$ cat src/cdr_pkg.sv
// shared constants, types and helpers for the crypto dma control register bank
package cdr_pkg;
  localparam int unsigned DATA_W = 32;
  localparam logic [3:0] IDX_IDENT = 4'h0;
  localparam logic [3:0] IDX_CTRL = 4'h1;
  localparam logic [3:0] IDX_CUR_DESC = 4'h2;
  localparam logic [3:0] IDX_CHAIN_BASE = 4'h3;
  localparam logic [3:0] IDX_NONE = 4'hf;
  localparam int unsigned CTRL_OUT_SWAP_POS = 7;
  localparam int unsigned CTRL_SOFT_RST_POS = 6;
  localparam int unsigned CTRL_IN_SWAP_POS = 5;
  localparam int unsigned CTRL_FETCH_EN_POS = 2;
  localparam int unsigned CTRL_POLL_EN_POS = 1;
  localparam int unsigned CTRL_DMA_EN_POS = 0;
  localparam int unsigned ID_REV_LSB = 24;
  localparam int unsigned ID_VER_LSB = 16;
  localparam logic [31:0] CTRL_RESET = 32'h0000_0000;
  localparam logic [31:0] CUR_DESC_RESET = 32'h0000_0000;
  localparam logic [31:0] CHAIN_BASE_RESET = 32'h0000_0000;
  localparam logic [3:0] STRB_FULL = 4'hf;
  localparam logic [1:0] RESP_OKAY = 2'h0;
  localparam logic [1:0] RESP_SLVERR = 2'h2;
  localparam logic [1:0] RESP_DECERR = 2'h3;

  typedef struct packed {
    logic out_swap;
    logic soft_rst;
    logic in_swap;
    logic fetch_en;
    logic poll_en;
    logic dma_en;
  } cdr_ctrl_t;

  typedef struct packed {
    logic valid;
    logic [31:0] next_ptr;
  } cdr_desc_t;

  typedef enum logic [1:0] {
    CDR_IDLE = 2'h0,
    CDR_FETCH = 2'h1,
    CDR_ACTIVE = 2'h3
  } cdr_state_t;

  function automatic logic [31:0] cdr_bswap(input logic [31:0] w);
    cdr_bswap = {w[7:0], w[15:8], w[23:16], w[31:24]};
  endfunction : cdr_bswap

  function automatic logic [31:0] cdr_ctrl_word(input cdr_ctrl_t c);
    logic [31:0] w;
    w = 32'h0000_0000;
    w[CTRL_OUT_SWAP_POS] = c.out_swap;
    w[CTRL_SOFT_RST_POS] = c.soft_rst;
    w[CTRL_IN_SWAP_POS] = c.in_swap;
    w[CTRL_FETCH_EN_POS] = c.fetch_en;
    w[CTRL_POLL_EN_POS] = c.poll_en;
    w[CTRL_DMA_EN_POS] = c.dma_en;
    cdr_ctrl_word = w;
  endfunction : cdr_ctrl_word
endpackage : cdr_pkg

$ cat src/cdr_regs.sv
// crypto dma control registers, descriptor processor sequencing and data byte swapping
//
// Summary of operation
// RULE1: output swap bit reverses written word bytes
// RULE2: input swap bit reverses read word bytes
// RULE3: soft reset bit starts reset, self-clears
// RULE4: fetch enable bit gates descriptor fetching
// RULE5: poll enable re-reads descriptor until valid
// RULE6: software enables fetch/poll after descriptors written
// RULE7: dma enable bit turns transfer engine on
// RULE8: current descriptor address is read-only, resets zero
// RULE9: identification holds revision, version, code fields
// RULE10: unimplemented control bits read zero, ignore writes
// RULE11: only full 32-bit register accesses accepted
// RULE12: fetching starts at loaded chain base address
// RULE13: soft reset clears state before bit reads zero
`timescale 1ns/1ps
module cdr_regs
  import cdr_pkg::*;
#(
  parameter int unsigned ADDR_W = 8,
  parameter logic [7:0] ID_REVISION = 8'h01, // arbitrary value
  parameter logic [7:0] ID_VERSION = 8'h01, // arbitrary value
  parameter logic [15:0] ID_CODE = 16'h5a5a // arbitrary value
) (
  input wire logic clk_sys,
  input wire logic rst_n,
  input wire logic [ADDR_W-1:0] s_axi_awaddr,
  input wire logic s_axi_awvalid,
  output logic s_axi_awready,
  input wire logic [31:0] s_axi_wdata,
  input wire logic [3:0] s_axi_wstrb,
  input wire logic s_axi_wvalid,
  output logic s_axi_wready,
  output logic [1:0] s_axi_bresp,
  output logic s_axi_bvalid,
  input wire logic s_axi_bready,
  input wire logic [ADDR_W-1:0] s_axi_araddr,
  input wire logic s_axi_arvalid,
  output logic s_axi_arready,
  output logic [31:0] s_axi_rdata,
  output logic [1:0] s_axi_rresp,
  output logic s_axi_rvalid,
  input wire logic s_axi_rready,
  output logic desc_req,
  output logic [31:0] desc_addr,
  input wire logic desc_ack,
  input wire cdr_desc_t desc_rsp,
  input wire logic desc_done,
  input wire logic desc_last,
  input wire logic [31:0] desc_next_ptr,
  input wire logic [31:0] mem_rdata,
  input wire logic mem_rvalid,
  output logic [31:0] eng_rdata,
  output logic eng_rvalid,
  input wire logic [31:0] eng_wdata,
  input wire logic eng_wvalid,
  output logic [31:0] mem_wdata,
  output logic mem_wvalid,
  output logic engine_reset,
  output logic dma_active
);

  function automatic logic [3:0] reg_index(input logic [ADDR_W-1:0] a);
    logic [ADDR_W-1:0] word;
    word = a >> 2;
    if (a[1:0] != 2'h0 || word > ADDR_W'(IDX_CHAIN_BASE)) begin
      reg_index = IDX_NONE;
    end else begin
      reg_index = word[3:0];
    end
  endfunction : reg_index

  cdr_ctrl_t ctrl_q;
  logic [31:0] chain_base_q;
  logic [31:0] cur_ptr_q;
  cdr_state_t state_q;
  logic started_q;
  logic aw_have_q, w_have_q;
  logic [3:0] aw_idx_q;
  logic [31:0] wdata_q;
  logic [3:0] wstrb_q;
  logic [3:0] rd_idx_q;
  logic wr_go;
  logic wr_full;
  logic wr_ctrl;
  logic start_go;

  // write channel: address and data may arrive in either order, response after both
  assign wr_go = aw_have_q && w_have_q && !s_axi_bvalid;
  assign wr_full = (wstrb_q == STRB_FULL);
  assign wr_ctrl = wr_go && wr_full && aw_idx_q == IDX_CTRL; // RULE11
  assign start_go = state_q == CDR_IDLE && !started_q && ctrl_q.dma_en && ctrl_q.fetch_en && !ctrl_q.soft_rst;

  always_ff @(posedge clk_sys or negedge rst_n) begin
    if (!rst_n) begin
      aw_have_q <= 1'b0;
      aw_idx_q <= IDX_NONE;
      s_axi_awready <= 1'b0;
    end else begin
      if (s_axi_awvalid && s_axi_awready) begin
        aw_have_q <= 1'b1;
        aw_idx_q <= reg_index(s_axi_awaddr);
      end else if (wr_go) begin
        aw_have_q <= 1'b0;
      end
      s_axi_awready <= !aw_have_q && !(s_axi_awvalid && s_axi_awready) && !s_axi_bvalid;
    end
  end

  always_ff @(posedge clk_sys or negedge rst_n) begin
    if (!rst_n) begin
      w_have_q <= 1'b0;
      wdata_q <= 32'h0000_0000;
      wstrb_q <= 4'h0;
      s_axi_wready <= 1'b0;
    end else begin
      if (s_axi_wvalid && s_axi_wready) begin
        w_have_q <= 1'b1;
        wdata_q <= s_axi_wdata;
        wstrb_q <= s_axi_wstrb;
      end else if (wr_go) begin
        w_have_q <= 1'b0;
      end
      s_axi_wready <= !w_have_q && !(s_axi_wvalid && s_axi_wready) && !s_axi_bvalid;
    end
  end

  always_ff @(posedge clk_sys or negedge rst_n) begin
    if (!rst_n) begin
      s_axi_bvalid <= 1'b0;
      s_axi_bresp <= RESP_OKAY;
    end else if (wr_go) begin
      s_axi_bvalid <= 1'b1;
      if (aw_idx_q == IDX_NONE) begin
        s_axi_bresp <= RESP_DECERR;
      end else if (!wr_full || aw_idx_q == IDX_IDENT || aw_idx_q == IDX_CUR_DESC) begin
        s_axi_bresp <= RESP_SLVERR; // RULE11 RULE8 RULE9
      end else begin
        s_axi_bresp <= RESP_OKAY;
      end
    end else if (s_axi_bready) begin
      s_axi_bvalid <= 1'b0;
    end
  end

  // control register: only bits 7..5 and 2..0 exist, the rest is never stored
  always_ff @(posedge clk_sys or negedge rst_n) begin
    if (!rst_n) begin
      ctrl_q <= cdr_ctrl_t'(6'h00); // RULE10
    end else if (ctrl_q.soft_rst) begin
      ctrl_q <= cdr_ctrl_t'(6'h00); // RULE3 RULE13
    end else if (wr_ctrl) begin
      ctrl_q.out_swap <= wdata_q[CTRL_OUT_SWAP_POS];
      ctrl_q.soft_rst <= wdata_q[CTRL_SOFT_RST_POS]; // RULE3
      ctrl_q.in_swap <= wdata_q[CTRL_IN_SWAP_POS];
      ctrl_q.fetch_en <= wdata_q[CTRL_FETCH_EN_POS];
      ctrl_q.poll_en <= wdata_q[CTRL_POLL_EN_POS];
      ctrl_q.dma_en <= wdata_q[CTRL_DMA_EN_POS];
    end
  end

  always_ff @(posedge clk_sys or negedge rst_n) begin
    if (!rst_n) begin
      chain_base_q <= CHAIN_BASE_RESET;
    end else if (wr_go && wr_full && aw_idx_q == IDX_CHAIN_BASE) begin
      chain_base_q <= wdata_q;
    end
  end

  // read channel: one word per request, answered the cycle after acceptance
  always_ff @(posedge clk_sys or negedge rst_n) begin
    if (!rst_n) begin
      s_axi_arready <= 1'b0;
      s_axi_rvalid <= 1'b0;
      s_axi_rdata <= 32'h0000_0000;
      s_axi_rresp <= RESP_OKAY;
      rd_idx_q <= IDX_NONE;
    end else begin
      s_axi_arready <= !s_axi_rvalid && !(s_axi_arvalid && s_axi_arready);
      if (s_axi_arvalid && s_axi_arready) begin
        s_axi_rvalid <= 1'b1;
        rd_idx_q <= reg_index(s_axi_araddr);
        s_axi_rresp <= RESP_OKAY;
        unique case (reg_index(s_axi_araddr))
          IDX_IDENT: s_axi_rdata <= {ID_REVISION, ID_VERSION, ID_CODE}; // RULE9
          IDX_CTRL: s_axi_rdata <= cdr_ctrl_word(ctrl_q); // RULE10
          IDX_CUR_DESC: s_axi_rdata <= cur_ptr_q; // RULE8
          IDX_CHAIN_BASE: s_axi_rdata <= chain_base_q;
          default: begin
            s_axi_rdata <= 32'h0000_0000;
            s_axi_rresp <= RESP_DECERR;
          end
        endcase
      end else if (s_axi_rready) begin
        s_axi_rvalid <= 1'b0;
      end
    end
  end

  // descriptor processor; dropping either enable parks it, a new start follows once both are high again
  always_ff @(posedge clk_sys or negedge rst_n) begin
    if (!rst_n) begin
      state_q <= CDR_IDLE;
      cur_ptr_q <= CUR_DESC_RESET;
      started_q <= 1'b0;
    end else if (ctrl_q.soft_rst) begin
      state_q <= CDR_IDLE; // RULE13
      cur_ptr_q <= CUR_DESC_RESET;
      started_q <= 1'b0;
    end else if (!ctrl_q.dma_en || !ctrl_q.fetch_en) begin
      state_q <= CDR_IDLE; // RULE4 RULE7
      started_q <= 1'b0;
    end else begin
      unique case (state_q)
        CDR_IDLE: begin
          if (start_go) begin
            state_q <= CDR_FETCH;
            cur_ptr_q <= chain_base_q; // RULE12
            started_q <= 1'b1;
          end
        end
        CDR_FETCH: begin
          if (desc_ack && desc_rsp.valid) begin
            state_q <= CDR_ACTIVE;
          end else if (desc_ack && !ctrl_q.poll_en) begin
            state_q <= CDR_IDLE; // RULE5
          end
        end
        CDR_ACTIVE: begin
          if (desc_done && desc_last) begin
            state_q <= CDR_IDLE;
          end else if (desc_done) begin
            state_q <= CDR_FETCH;
            cur_ptr_q <= desc_next_ptr;
          end
        end
        default: state_q <= CDR_IDLE;
      endcase
    end
  end

  // request is held until answered; with polling it stays raised after an invalid answer
  always_ff @(posedge clk_sys or negedge rst_n) begin
    if (!rst_n) begin
      desc_req <= 1'b0;
      desc_addr <= 32'h0000_0000;
      dma_active <= 1'b0;
      engine_reset <= 1'b0;
    end else begin
      engine_reset <= wr_ctrl && wdata_q[CTRL_SOFT_RST_POS]; // RULE3
      dma_active <= state_q != CDR_IDLE && ctrl_q.dma_en && !ctrl_q.soft_rst;
      if (ctrl_q.soft_rst || !ctrl_q.dma_en || !ctrl_q.fetch_en) begin
        desc_req <= 1'b0; // RULE4
      end else if (start_go) begin
        desc_req <= 1'b1;
        desc_addr <= chain_base_q; // RULE12
      end else if (state_q == CDR_FETCH && desc_ack) begin
        desc_req <= !desc_rsp.valid && ctrl_q.poll_en; // RULE5
      end else if (state_q == CDR_ACTIVE && desc_done && !desc_last) begin
        desc_req <= 1'b1;
        desc_addr <= desc_next_ptr;
      end
    end
  end

  // data words are registered once in each direction, byte swapped when that direction's swap bit is set
  always_ff @(posedge clk_sys or negedge rst_n) begin
    if (!rst_n) begin
      eng_rdata <= 32'h0000_0000;
      eng_rvalid <= 1'b0;
      mem_wdata <= 32'h0000_0000;
      mem_wvalid <= 1'b0;
    end else begin
      eng_rvalid <= mem_rvalid && ctrl_q.dma_en; // RULE7
      eng_rdata <= ctrl_q.in_swap ? cdr_bswap(mem_rdata) : mem_rdata; // RULE2
      mem_wvalid <= eng_wvalid && ctrl_q.dma_en; // RULE7
      mem_wdata <= ctrl_q.out_swap ? cdr_bswap(eng_wdata) : eng_wdata; // RULE1
    end
  end

  a_out_swap: assert property (@(posedge clk_sys) disable iff (!rst_n) // RULE1
    ctrl_q.out_swap && !wr_ctrl |=> mem_wdata == cdr_bswap($past(eng_wdata)))
    else $error("output word not byte swapped");
  a_in_plain: assert property (@(posedge clk_sys) disable iff (!rst_n) // RULE2
    !ctrl_q.in_swap && !wr_ctrl ##1 mem_rvalid |=> eng_rdata == $past(mem_rdata))
    else $error("input word altered with swap off");
  a_soft_rst_clear: assert property (@(posedge clk_sys) disable iff (!rst_n) // RULE3
    wr_ctrl && wdata_q[CTRL_SOFT_RST_POS] |=> ctrl_q.soft_rst && engine_reset ##1 !ctrl_q.soft_rst)
    else $error("soft reset bit not set then self cleared");
  a_fetch_gate: assert property (@(posedge clk_sys) disable iff (!rst_n) // RULE4
    !ctrl_q.fetch_en |=> !desc_req && state_q == CDR_IDLE)
    else $error("descriptor fetch with fetch disabled");
  a_poll_retry: assert property (@(posedge clk_sys) disable iff (!rst_n) // RULE5
    state_q == CDR_FETCH && desc_ack && !desc_rsp.valid && ctrl_q.poll_en && ctrl_q.dma_en && ctrl_q.fetch_en
    && !ctrl_q.soft_rst |=> state_q == CDR_FETCH && desc_req && desc_addr == $past(desc_addr))
    else $error("invalid descriptor not polled again");
  a_dma_off: assert property (@(posedge clk_sys) disable iff (!rst_n) // RULE7
    !ctrl_q.dma_en |=> !mem_wvalid && !eng_rvalid && !dma_active)
    else $error("transfer with dma disabled");
  a_cur_ro: assert property (@(posedge clk_sys) disable iff (!rst_n) // RULE8
    wr_go && aw_idx_q == IDX_CUR_DESC |=> s_axi_bresp == RESP_SLVERR && $stable(cur_ptr_q))
    else $error("current descriptor address written");
  a_ident_read: assert property (@(posedge clk_sys) disable iff (!rst_n) // RULE9
    s_axi_arvalid && s_axi_arready && reg_index(s_axi_araddr) == IDX_IDENT
    |=> s_axi_rvalid && s_axi_rdata == {ID_REVISION, ID_VERSION, ID_CODE})
    else $error("identification word wrong");
  a_ctrl_unimpl: assert property (@(posedge clk_sys) disable iff (!rst_n) // RULE10
    s_axi_rvalid && rd_idx_q == IDX_CTRL |-> s_axi_rdata[31:8] == 24'h000000 && s_axi_rdata[4:3] == 2'h0)
    else $error("unimplemented control bits read nonzero");
  a_partial_write: assert property (@(posedge clk_sys) disable iff (!rst_n) // RULE11
    wr_go && !wr_full |=> s_axi_bvalid && s_axi_bresp == RESP_SLVERR && ctrl_q == $past(ctrl_q))
    else $error("partial write not refused");
  a_first_desc: assert property (@(posedge clk_sys) disable iff (!rst_n) // RULE12
    start_go |=> desc_req && desc_addr == $past(chain_base_q) && cur_ptr_q == $past(chain_base_q))
    else $error("fetch not started at chain base");
  a_rst_state: assert property (@(posedge clk_sys) disable iff (!rst_n) // RULE13
    ctrl_q.soft_rst |=> !ctrl_q.soft_rst && state_q == CDR_IDLE && cur_ptr_q == CUR_DESC_RESET && !ctrl_q.dma_en)
    else $error("soft reset left state behind");
  // the swap paths are checked in both settings so a stuck select cannot hide
  a_in_swap: assert property (@(posedge clk_sys) disable iff (!rst_n) // RULE2
    ctrl_q.in_swap |=> eng_rdata == cdr_bswap($past(mem_rdata)))
    else $error("input word not byte swapped");
  a_out_plain: assert property (@(posedge clk_sys) disable iff (!rst_n) // RULE1
    !ctrl_q.out_swap |=> mem_wdata == $past(eng_wdata))
    else $error("output word altered with swap off");
  a_rst_pulse: assert property (@(posedge clk_sys) disable iff (!rst_n) // RULE3
    engine_reset |=> !engine_reset)
    else $error("engine reset longer than one cycle");
  a_poll_stop: assert property (@(posedge clk_sys) disable iff (!rst_n) // RULE5
    state_q == CDR_FETCH && desc_ack && !desc_rsp.valid && !ctrl_q.poll_en
    |=> !desc_req && state_q == CDR_IDLE)
    else $error("invalid descriptor re-read with polling off");
  a_chain_next: assert property (@(posedge clk_sys) disable iff (!rst_n) // RULE8
    state_q == CDR_ACTIVE && desc_done && !desc_last && ctrl_q.dma_en && ctrl_q.fetch_en && !ctrl_q.soft_rst
    |=> desc_req && cur_ptr_q == $past(desc_next_ptr) && desc_addr == $past(desc_next_ptr))
    else $error("current descriptor address not advanced");
  a_dma_pass: assert property (@(posedge clk_sys) disable iff (!rst_n) // RULE7
    ctrl_q.dma_en && eng_wvalid |=> mem_wvalid)
    else $error("output word dropped with dma enabled");

  c_poll_loop: cover property (@(posedge clk_sys) disable iff (!rst_n)
    state_q == CDR_FETCH && desc_ack && !desc_rsp.valid ##1 state_q == CDR_FETCH);
  c_soft_rst: cover property (@(posedge clk_sys) disable iff (!rst_n) engine_reset);
  c_chain_next: cover property (@(posedge clk_sys) disable iff (!rst_n)
    state_q == CDR_ACTIVE && desc_done && !desc_last);
  c_swapped_write: cover property (@(posedge clk_sys) disable iff (!rst_n) mem_wvalid && ctrl_q.out_swap);
  c_poll_stop: cover property (@(posedge clk_sys) disable iff (!rst_n)
    state_q == CDR_FETCH && desc_ack && !desc_rsp.valid && !ctrl_q.poll_en);

endmodule : cdr_regs

$ cat config.mk
export PLATFORM = sky130hd
export DESIGN_NAME = cdr_regs
export DESIGN_NICKNAME = d
export VERILOG_FILES = /design/src/cdr_pkg.sv /design/src/cdr_regs.sv
export SDC_FILE = /design/constraint.sdc
export NUM_CORES = 1
export LEC_CHECK = 0
export BUFFER_PORTS_ARGS = -buffer_cell sky130_fd_sc_hd__buf_4
export CORE_MARGIN = 2
export CORE_UTILIZATION = 40
export CTS_BUF_LIST = sky130_fd_sc_hd__clkbuf_8
export CTS_CLUSTER_SIZE = 28
export DETAILED_ROUTE_END_ITERATION = 7
export PLACE_DENSITY = 0.77
export SKIP_LAST_GASP = 1
export SYNTH_ARGS = -nofsm -noshare
export SYNTH_HDL_FRONTEND = slang
export SYNTH_SLANG_ARGS = --single-unit
$ cat constraint.sdc
create_clock -name clk_sys -period 2 [get_ports clk_sys]
set_input_delay 0.4 -clock clk_sys [delete_from_list [all_inputs] [get_ports clk_sys]]
set_output_delay 0.4 -clock clk_sys [all_outputs]
set_load 0.03 [all_outputs]
==> results.tsv, run 1 <==
metric	value	unit
design_area	14200	µm²
io_buffer_count	302	
synth_cells	828	
ys_seq_area_share	61.4	%
drv_cap	0	
cts_tree	yes	
synth-edff-count	0	
setup_viol	0	
postPlaceCellArea	13200	µm²
routedWlPerCell	18.5	µm
cp.depth	5	
first_pass_iters	5	
path_class	register to register	
worst_pin_slew	0.565	ns
dr.first_iter.drc_count	379	
syn-cell-area	10400	µm²
p_per_area	900	nW/µm²
grt_overflow	0	
cts_buffer_depth	3	
initial_core_util	40.4	%
multi_input_area	3760	µm²
fillCellCount	2210	
start_kind	register	
dp_hpwl	19.6	mm
io_pins	335	
maxSlewHeadroom	62.4	%
arrival	2.29	ns
area_delta_synth_final	36.1	%
clk_pin_slew	0.06	ns
ys_ff_latch	256	
routabilityCongestion	0.826	
drt_wl_total	28.1	mm
p_leak	7.02	nW
coreArea	25800	µm²
antenna_found_initial	0	
track_usage	20.5	%
fin_crit_sh	93.9	%
ys_async_sr_fraction	100	%
finalClockSkew	0.0189	ns
ant_nets	0	
slew_violations	0	
place_inst	1441	
rsz0062_at_grt	no	
fp-row-count	59	
drive_above_1_share	46.4	%
die_h	166	µm
grt_max_degree	71	
drcViolationCount	0	
vdd_drop_max	606	µV
syn_nets	1021	
cts_sinks	256	
run_status	completed	
postCtsSetupBuffers	0	
end_kind	register	
critPathBufInv	1	
regArea	6410	µm²
numCtsBuffers	44	
slowest_stage	dfstp_2	
num_vias	7638	
grt_pass1_vias	7915	
ys_types	43	
fin_nets	1346	
p_total	0.0128	W
reg2reg_depth	5	
min_path_cells	2	
stdcell_count	1518	
tns	0	ns
cp_top_family	simple AND/OR/NAND/NOR gates	
crit_fanout	32	
path_cells	or3b_1 -> nor3_1 -> nand2_2 -> buf_12 -> mux2_2	
yosys_warnings	0	
cp.required	2.41	ns
post-route-util	55.0	%
fp.dieArea	27400	µm²
fin_crit	1.88	ns
syn_area_per_cell	12.6	µm²
clock_latency	0.54	ns
hold_violations	0	
synth_ff_type	dfrtp_1	
chipWidth	166	µm
clock.fmax	0.533	GHz
vias_per_cell	5.03	
slowest_delay	0.55	ns
holdCritPathClass	input pin to register	
cts_root_buffer	clkbuf_8	
grt_pass1_wl	43.1	mm
htreeDepth	2	
layout by cell type (no fill, tap or decap), types with 2 or more instances in the layout:
master and n:
a211oi_1 3, a21oi_1 4, a22oi_1 4, a311oi_1 13, a31oi_1 2, and2_1 3
and3_1 2, buf_12 10, buf_4 322, bufinv_16 3, clkbuf_8 57, clkinv_2 5
dfrtp_1 252, dfstp_2 4, inv_1 14, mux2_2 137, mux2i_1 58, nand2_1 106
nand2_2 3, nand3_1 13, nand3b_1 2, nand4_1 3, nor2_1 42, nor2b_1 3
nor3_1 3, nor4_1 2, o21ai_0 57, o21ai_1 11, o2bb2ai_1 16, o31ai_1 10
or3_1 2
path summary, 6_finish.rpt:
check                                  start          endpoint  slack (ns)
worst max-delay path             aw_idx_q[0]  chain_base_q[13]        0.12
worst min-delay path            s_axi_bready      s_axi_bvalid        0.04
worst max register to register   aw_idx_q[0]  chain_base_q[13]        0.12
worst min register to register     aw_have_q     s_axi_awready        0.46
max in group asynchronous              rst_n     mem_wdata[15]        0.80
min in group asynchronous              rst_n      mem_wdata[6]        0.44
report_power, final:
part	total (W)	switching (W)	internal, W	leakage (nW)
Clock	0.00502	0.00209	0.00293	0.520
Sequential	0.00601	0.000303	0.00571	3.23
Combinational	0.00176	0.000868	0.000887	3.27
per-stage QoR:
step                      worst slack (ns)  hold slack (ns)
after global routing                0.0102           0.0101
after CTS                           0.0896          0.00835
after floorplan                      0.221            0.104
final                                0.122           0.0379
after global placement               0.147            0.397
after detailed placement             0.107            0.403
timing repair:
action / CTS / global route
hold buffers: 1 / 0
endpoints found under the hold margin: 59 / 0
endpoints found under the setup margin: 0 / 5
gates resized for setup: 0 / 2
metal layers:
layer | part of all wire, % | track usage, %
met3 | 6.7 | 4.82
met4 | 3.5 | 9.05
met2 | 48 | 33.1
met1 | 42 | 26.6
met5 | 0 | 0
sequential cells by signal, indices dropped and copies added (netlist names), 2 cells and up:
name	cells
aw_idx_q	4
chain_base_q	32
ctrl_q	6
cur_ptr_q	32
desc_addr	32
eng_rdata	32
mem_wdata	32
s_axi_bresp	2
s_axi_rdata	32
state_q	2
wdata_q	32
wstrb_q	4
Yosys cell counts, types with 2 or more instances:
library cell / instances / area share [%]
o31ai_1: 10 / 0.72
mux2_2: 137 / 15
nand2_1: 108 / 3.9
or3_1: 2 / 0.12
nor2b_1: 3 / 0.18
a22oi_1: 4 / 0.29
nand3_1: 13 / 0.62
nor3_1: 3 / 0.14
nor4_1: 2 / 0.12
o21ai_0: 57 / 2.7
buf_2: 6 / 0.29
a211oi_1: 3 / 0.22
inv_1: 5 / 0.18
o2bb2ai_1: 16 / 1.3
a311oi_1: 13 / 1.1
nand4_1: 3 / 0.18
o21ai_1: 11 / 0.53
and2_1: 3 / 0.18
dfstp_2: 4 / 1.0
and3_1: 2 / 0.12
clkbuf_1: 40 / 1.4
a21oi_1: 4 / 0.19
a31oi_1: 2 / 0.12
dfrtp_1: 252 / 60
mux2i_1: 58 / 5.6
nor2_1: 42 / 1.5
buf_6: 5 / 0.54
nand3b_1: 2 / 0.14
buf_1: 4 / 0.14
cell type report:
type | instances | area share (%)
Clock inverter | 18 | 1.10
Clock buffer | 57 | 5.52
Timing Repair Buffer | 335 | 18.7
Antenna cell | 1 | 0.0176
Inverter | 5 | 0.132
Sequential cell | 256 | 45.1
Tap cell | 335 | 2.95
Multi-Input combinational cell | 511 | 26.5
logic make-up (layout without fill, tap and decap cells):
kind of cell    after synthesis  in the layout  share of synthesized area [%]
buf+inv                      61            415                           2.66
mux                         195            195                           20.3
other cells                   0              1                              0
compound gates              123            123                           7.47
simple gates                193            193                           8.11
flops                       256            256                           61.4
Note: power is estimated with default switching activity, not from simulation.
==> run 2, diff against run 1 <==
Settings changed: PLACE_DENSITY 0.77 to 0.72.
==> run 2 against run 1 <==
  * Final area is 0.40% lower
  * Critical path depth stayed put
  * Wire length hardly changed
  * Clock power is 7.2% lower
  * Maximum frequency is 1.6% higher
  * Critical path type unchanged
==> results.tsv, run 2 (synthesized netlist as in run 1, its figures left out) <==
metric	value	unit	change
drive_above_1_share	45.6	%	was 46.4%
r2r-start	state_q[1]		was aw_idx_q[0]
dr.first_iter.drc_count	542		was 379
maxSlewHeadroom	62.6	%	was 62.4%
io_buffer_count	302		unchanged
slowest_delay	0.41	ns	was 0.55 ns
fin_ws	0.152	ns	was 0.122 ns
pre_cts_slack	0.0943	ns	was 0.107 ns
setup_viol	0		unchanged
cp.required	2.40	ns	was 2.41 ns
cts_buffer_depth	3		unchanged
reg2reg_depth	5		unchanged
grt_overflow	0		unchanged
slowest_stage	or3_4		was dfstp_2
rsz0062_at_grt	no		unchanged
holdCritPathClass	input pin to register		unchanged
ant_nets	0		unchanged
p_leak	7.04	nW	was 7.02 nW
critPathBufInv	1		unchanged
clock.fmax	0.541	GHz	was 0.533 GHz
num_vias	7709		was 7638
slew_violations	0		unchanged
r2r_end	desc_addr[11]		was chain_base_q[13]
end_kind	register		unchanged
die_h	166	µm	unchanged
io_pins	335		unchanged
r2r_slack	0.15	ns	was 0.12 ns
run_status	completed		unchanged
path_cells	or3_4 -> or2_2 -> buf_12 -> mux2i_1 -> o21ai_0		was or3b_1 -> nor3_1 -> nand2_2 -> buf_12 -> mux2_2
grt_pass1_wl	43.4	mm	was 43.1 mm
coreArea	25800	µm²	unchanged
finalClockSkew	0.0161	ns	was 0.0189 ns
grt_pass1_vias	7873		was 7915
worst_pin_slew	0.560	ns	was 0.565 ns
path_class	register to register		unchanged
fin_crit	1.85	ns	was 1.88 ns
fin_crit_sh	92.4	%	was 93.9%
routedWlPerCell	18.4	µm	was 18.5 µm
initial_core_util	40.4	%	unchanged
clk_pin_slew	0.06	ns	about the same
cts_tree	yes		unchanged
cts_root_buffer	clkbuf_8		unchanged
cp_top_family	simple AND/OR/NAND/NOR gates		unchanged
final_common_cell	buf_4		unchanged
cts_sinks	256		unchanged
clock_latency	0.54	ns	about the same
vdd_drop_max	775	µV	was 606 µV
chipWidth	166	µm	unchanged
grt_max_degree	81		was 71
htreeDepth	2		unchanged
drcViolationCount	0		unchanged
drv_cap	0		unchanged
area_delta_synth_final	35.6	%	was 36.1%
antenna_found_initial	1		was 0
routabilityCongestion	0.818		was 0.826
fin_nets	1347		was 1346
tns	0	ns	unchanged
holdCritStartpoint	s_axi_rready		was s_axi_bready
final_cell_mix	buf_4 (323), dfrtp_1 (252), mux2_2 (137)		was buf_4 (322), dfrtp_1 (252), mux2_2 (137)
dp_hpwl	19.4	mm	was 19.6 mm
hold_violations	0		unchanged
crit_fanout	24		was 32
p_per_area	878	nW/µm²	was 900 nW/µm²
fp-row-count	59		unchanged
hold_path_end	s_axi_rvalid		was s_axi_bvalid
min_path_cells	2		unchanged
numCtsBuffers	45		was 44
first_pass_iters	5		unchanged
start_kind	register		unchanged
postCtsSetupBuffers	0		unchanged
drt_wl_total	28.1	mm	about the same
fp.dieArea	27400	µm²	unchanged
n_antenna_cell	0		was 1
arrival	2.25	ns	was 2.29 ns
track_usage	20.6	%	was 20.5%
vias_per_cell	5.05		was 5.03
-- run 2: cell types whose count changed in the layout (fill, tap and decap cells not counted), sizes merged --
cell / change
bufinv: -3
buf: -1
diode: -1
clkinv: -4
inv: +15
clkbuf: +1
dlygate4sd3: +1
-- run 2: repair_timing --
item,CTS,global route
setup endpoints to repair,0,12
endpoints found under the hold margin,49,0
hold buffers,2,0
gates resized for setup,0,1
-- run 2: cell type report --
type	count	area, µm²
fillers	2281	11700
flip-flops and latches	256	6410
multi-input cells	511	3760
repair buffers	335	2640
clock buffers	58	798
well taps	335	419
clock inverters	26	103
inverters	5	18.8
-- run 2: routing by layer --
layer | GRT usage [%] | share of wire (%)
met1 | 27.6 | 42
met2 | 33.8 | 49
met3 | 4.42 | 6.9
met4 | 6.35 | 2.5
met5 | 0 | 0.057
-- run 2: stage by stage --
stage               hold WS (ns)  instances  instance area (µm²)  power, W  utilization (%)
global route              0.0507       1526                14200    0.0130             54.8
finish                    0.0530       1526                14200    0.0124             54.8
global placement           0.388       1440                13200   0.00781             51.2
detailed placement         0.391       1440                13200   0.00788             51.2
floorplan                  0.104        828                10400   0.00698                -
CTS                       0.0265       1526                14100    0.0126             54.8
-- run 2: worst max path at each step --
stage / startpoint / end / cells past startpoint
finish: state_q[1] / desc_addr[11] / 5
floorplan: s_axi_bvalid / chain_base_q[10] / 5
global route: state_q[1] / cur_ptr_q[25] / 6
CTS: state_q[1] / cur_ptr_q[9] / 5
detailed placement: state_q[1] / cur_ptr_q[8] / 5
global placement: state_q[1] / cur_ptr_q[4] / 5
-- run 2: where the power goes --
| group | internal, W | total (W) | switching [W] |
|---|---|---|---|
| Clock | 0.00259 | 0.00466 | 0.00207 |
| Sequential | 0.00571 | 0.00601 | 0.000295 |
| Combinational | 0.000888 | 0.00176 | 0.000871 |
| Total | 0.00919 | 0.0124 | 0.00324 |
==> run 3, diff against run 2 <==
Settings changed: GPL_TIMING_DRIVEN set to 0.
==> run 3 against run 2 <==
  * Combinational power about the same
  * Wire length up 4.8%
  * Global-route usage up 1.0 points
  * Clock-buffer cell count is 6 higher
  * Critical path depth did not move
  * Die area unchanged
  * Sequential cell count unchanged
==> results.tsv, run 3 (synthesized netlist as in run 1, its figures left out) <==
metric	value	unit	change
run_status	completed		unchanged
fin_nets	1375		was 1347
grt_pass1_vias	8138		was 7873
slowest_stage	dfstp_2		was or3_4
combPwrFrac	13.6	%	was 14.2%
power.switching	0.00331	W	was 0.00324 W
clock_latency	0.55	ns	was 0.54 ns
finalClockSkew	0.0251	ns	was 0.0161 ns
p_per_area	893	nW/µm²	was 878 nW/µm²
internal_power	0.00940	W	was 0.00919 W
setup_viol	0		unchanged
first_pass_iters	5		unchanged
cts_root_buffer	clkbuf_8		unchanged
end_kind	register		unchanged
seq_power_share	47.3	%	was 48.3%
fp-row-count	59		unchanged
grt_pass1_wl	45.3	mm	was 43.4 mm
htreeDepth	2		unchanged
crit_start	aw_idx_q[0]		was state_q[1]
fillCellCount	2258		was 2281
ant_nets	0		unchanged
holdWs	0.0454	ns	was 0.0530 ns
fp.dieArea	27400	µm²	unchanged
vdd_drop_max	574	µV	was 775 µV
cts_buffer_depth	3		unchanged
grt_overflow	0		unchanged
cts_sinks	256		unchanged
grt_max_degree	107		was 81
path_class	register to register		unchanged
routabilityCongestion	0.853		was 0.818
maxSlewHeadroom	46.4	%	was 62.6%
r2r-start	aw_idx_q[0]		was state_q[1]
dp_hpwl	21.2	mm	was 19.4 mm
crit_fanout	5		was 24
power_frac_clock	39.1	%	was 37.5%
dr.first_iter.drc_count	434		was 542
holdCritPathClass	input pin to register		unchanged
vias_per_cell	5.05		about the same
final_common_cell	buf_4		unchanged
die_h	166	µm	unchanged
drv_cap	0		unchanged
cp.required	2.39	ns	was 2.40 ns
cts_tree	yes		unchanged
holdCritStartpoint	s_axi_rready		unchanged
switching_share	26.0	%	about the same
p_leak	7.01	nW	was 7.04 nW
r2r_slack	0.10	ns	was 0.15 ns
drive_above_1_share	45.1	%	was 45.6%
area_delta_synth_final	36.3	%	was 35.6%
arrival	2.29	ns	was 2.25 ns
slew_violations	0		unchanged
rsz0062_at_grt	yes		was no
drt_wl_total	29.5	mm	was 28.1 mm
post-route-util	55.1	%	was 54.8%
antenna_found_initial	2		was 1
routedWlPerCell	18.9	µm	was 18.4 µm
coreArea	25800	µm²	unchanged
fin_crit	1.90	ns	was 1.85 ns
final_cell_mix	buf_4 (304), dfrtp_1 (252), mux2_2 (137)		was buf_4 (323), dfrtp_1 (252), mux2_2 (137)
hold_violations	0		unchanged
slowest_delay	0.56	ns	was 0.41 ns
reg2reg_depth	5		unchanged
track_usage	21.7	%	was 20.6%
chipWidth	166	µm	unchanged
num_vias	7846		was 7709
fin_crit_sh	94.8	%	was 92.4%
clock.fmax	0.527	GHz	was 0.541 GHz
start_kind	register		unchanged
worst_pin_slew	0.804	ns	was 0.560 ns
io_pins	335		unchanged
path_cells	or3b_1 -> nor4_4 -> buf_12 -> mux2i_1 -> nor2_1		was or3_4 -> or2_2 -> buf_12 -> mux2i_1 -> o21ai_0
io_buffer_count	300		was 302
r2r_end	ctrl_q[3]		was desc_addr[11]
clk_pin_slew	0.06	ns	about the same
initial_core_util	40.4	%	unchanged
numCtsBuffers	45		unchanged
crit_path_end	ctrl_q[3]		was desc_addr[11]
drcViolationCount	0		unchanged
run 3: power groups by stage:
stage	sequential, W	combinational, W	clock [W]
global placement	0.00607	0.00169	0
CTS	0.00601	0.00175	0.00509
finish	0.00601	0.00173	0.00497
detailed placement	0.00609	0.00175	0
global route	0.00606	0.00188	0.00538
floorplan	0.00624	0.000740	0
run 3: area by class of cell:
cell class                 count  area, µm²  area share (%)
sequential                   256       6410            45.1
antenna                        2       5.00          0.0352
clock buffer                  64        881            6.19
clock inverter                19       82.6           0.580
tap                          335        419            2.95
multi-input combinational    511       3770            26.5
inverter                       5       18.8           0.132
buffer                        56        277            1.94
timing repair buffer         307       2370            16.6
run 3: layer usage:
metal / up-vias / track usage, % / wire (µm) / share of wire (%)
li1: 3644 / - / - / -
met1: 3904 / 27.8 / 12300 / 42
met2: 244 / 35.4 / 14300 / 49
met3: 52 / 5.89 / 2070 / 7.0
met4: 2 / 7.76 / 777 / 2.6
met5: - / 0 / 16 / 0.054
run 3: critical path: cells and delay by family, from the launching register on:
family | cells | cell delay (ns)
buffers and inverters | 1 | 0.17
flip-flops | 1 | 0.56
multiplexers | 1 | 0.19
AND/OR/NAND/NOR | 3 | 0.83
run 3: worst min-delay path by stage:
stage               endpoint  cells past startpoint
2_1_floorplan      aw_have_q                      0
3_3_place_gp   s_axi_awready                      1
3_5_place_dp     wdata_q[18]                      1
4_1_cts         s_axi_rvalid                      2
6_report        s_axi_rvalid                      2
5_1_grt         s_axi_rvalid                      2
run 3: per-stage QoR:
step | std cells | setup TNS, ns | setup WS, ns | power (W) | area, µm²
detailed placement | 1465 | -9.97 | -0.368 | 0.00784 | 13200
global placement | 1463 | -399.98 | -1.57 | 0.00777 | 13100
floorplan | 828 | 0 | 0.221 | 0.00698 | 10400
CTS | 1550 | -0.0405 | -0.0139 | 0.0129 | 14200
global route | 1553 | -0.0847 | -0.0267 | 0.0133 | 14200
finish | 1555 | 0 | 0.103 | 0.0127 | 14200
run 3: repair_timing:
action,in CTS,in global routing
endpoints found under the setup margin,59,82
gates resized for setup,8,16
buffers inserted,1,3
hold endpoints to repair,63,0
pin swaps,0,2
hold buffers,1,0
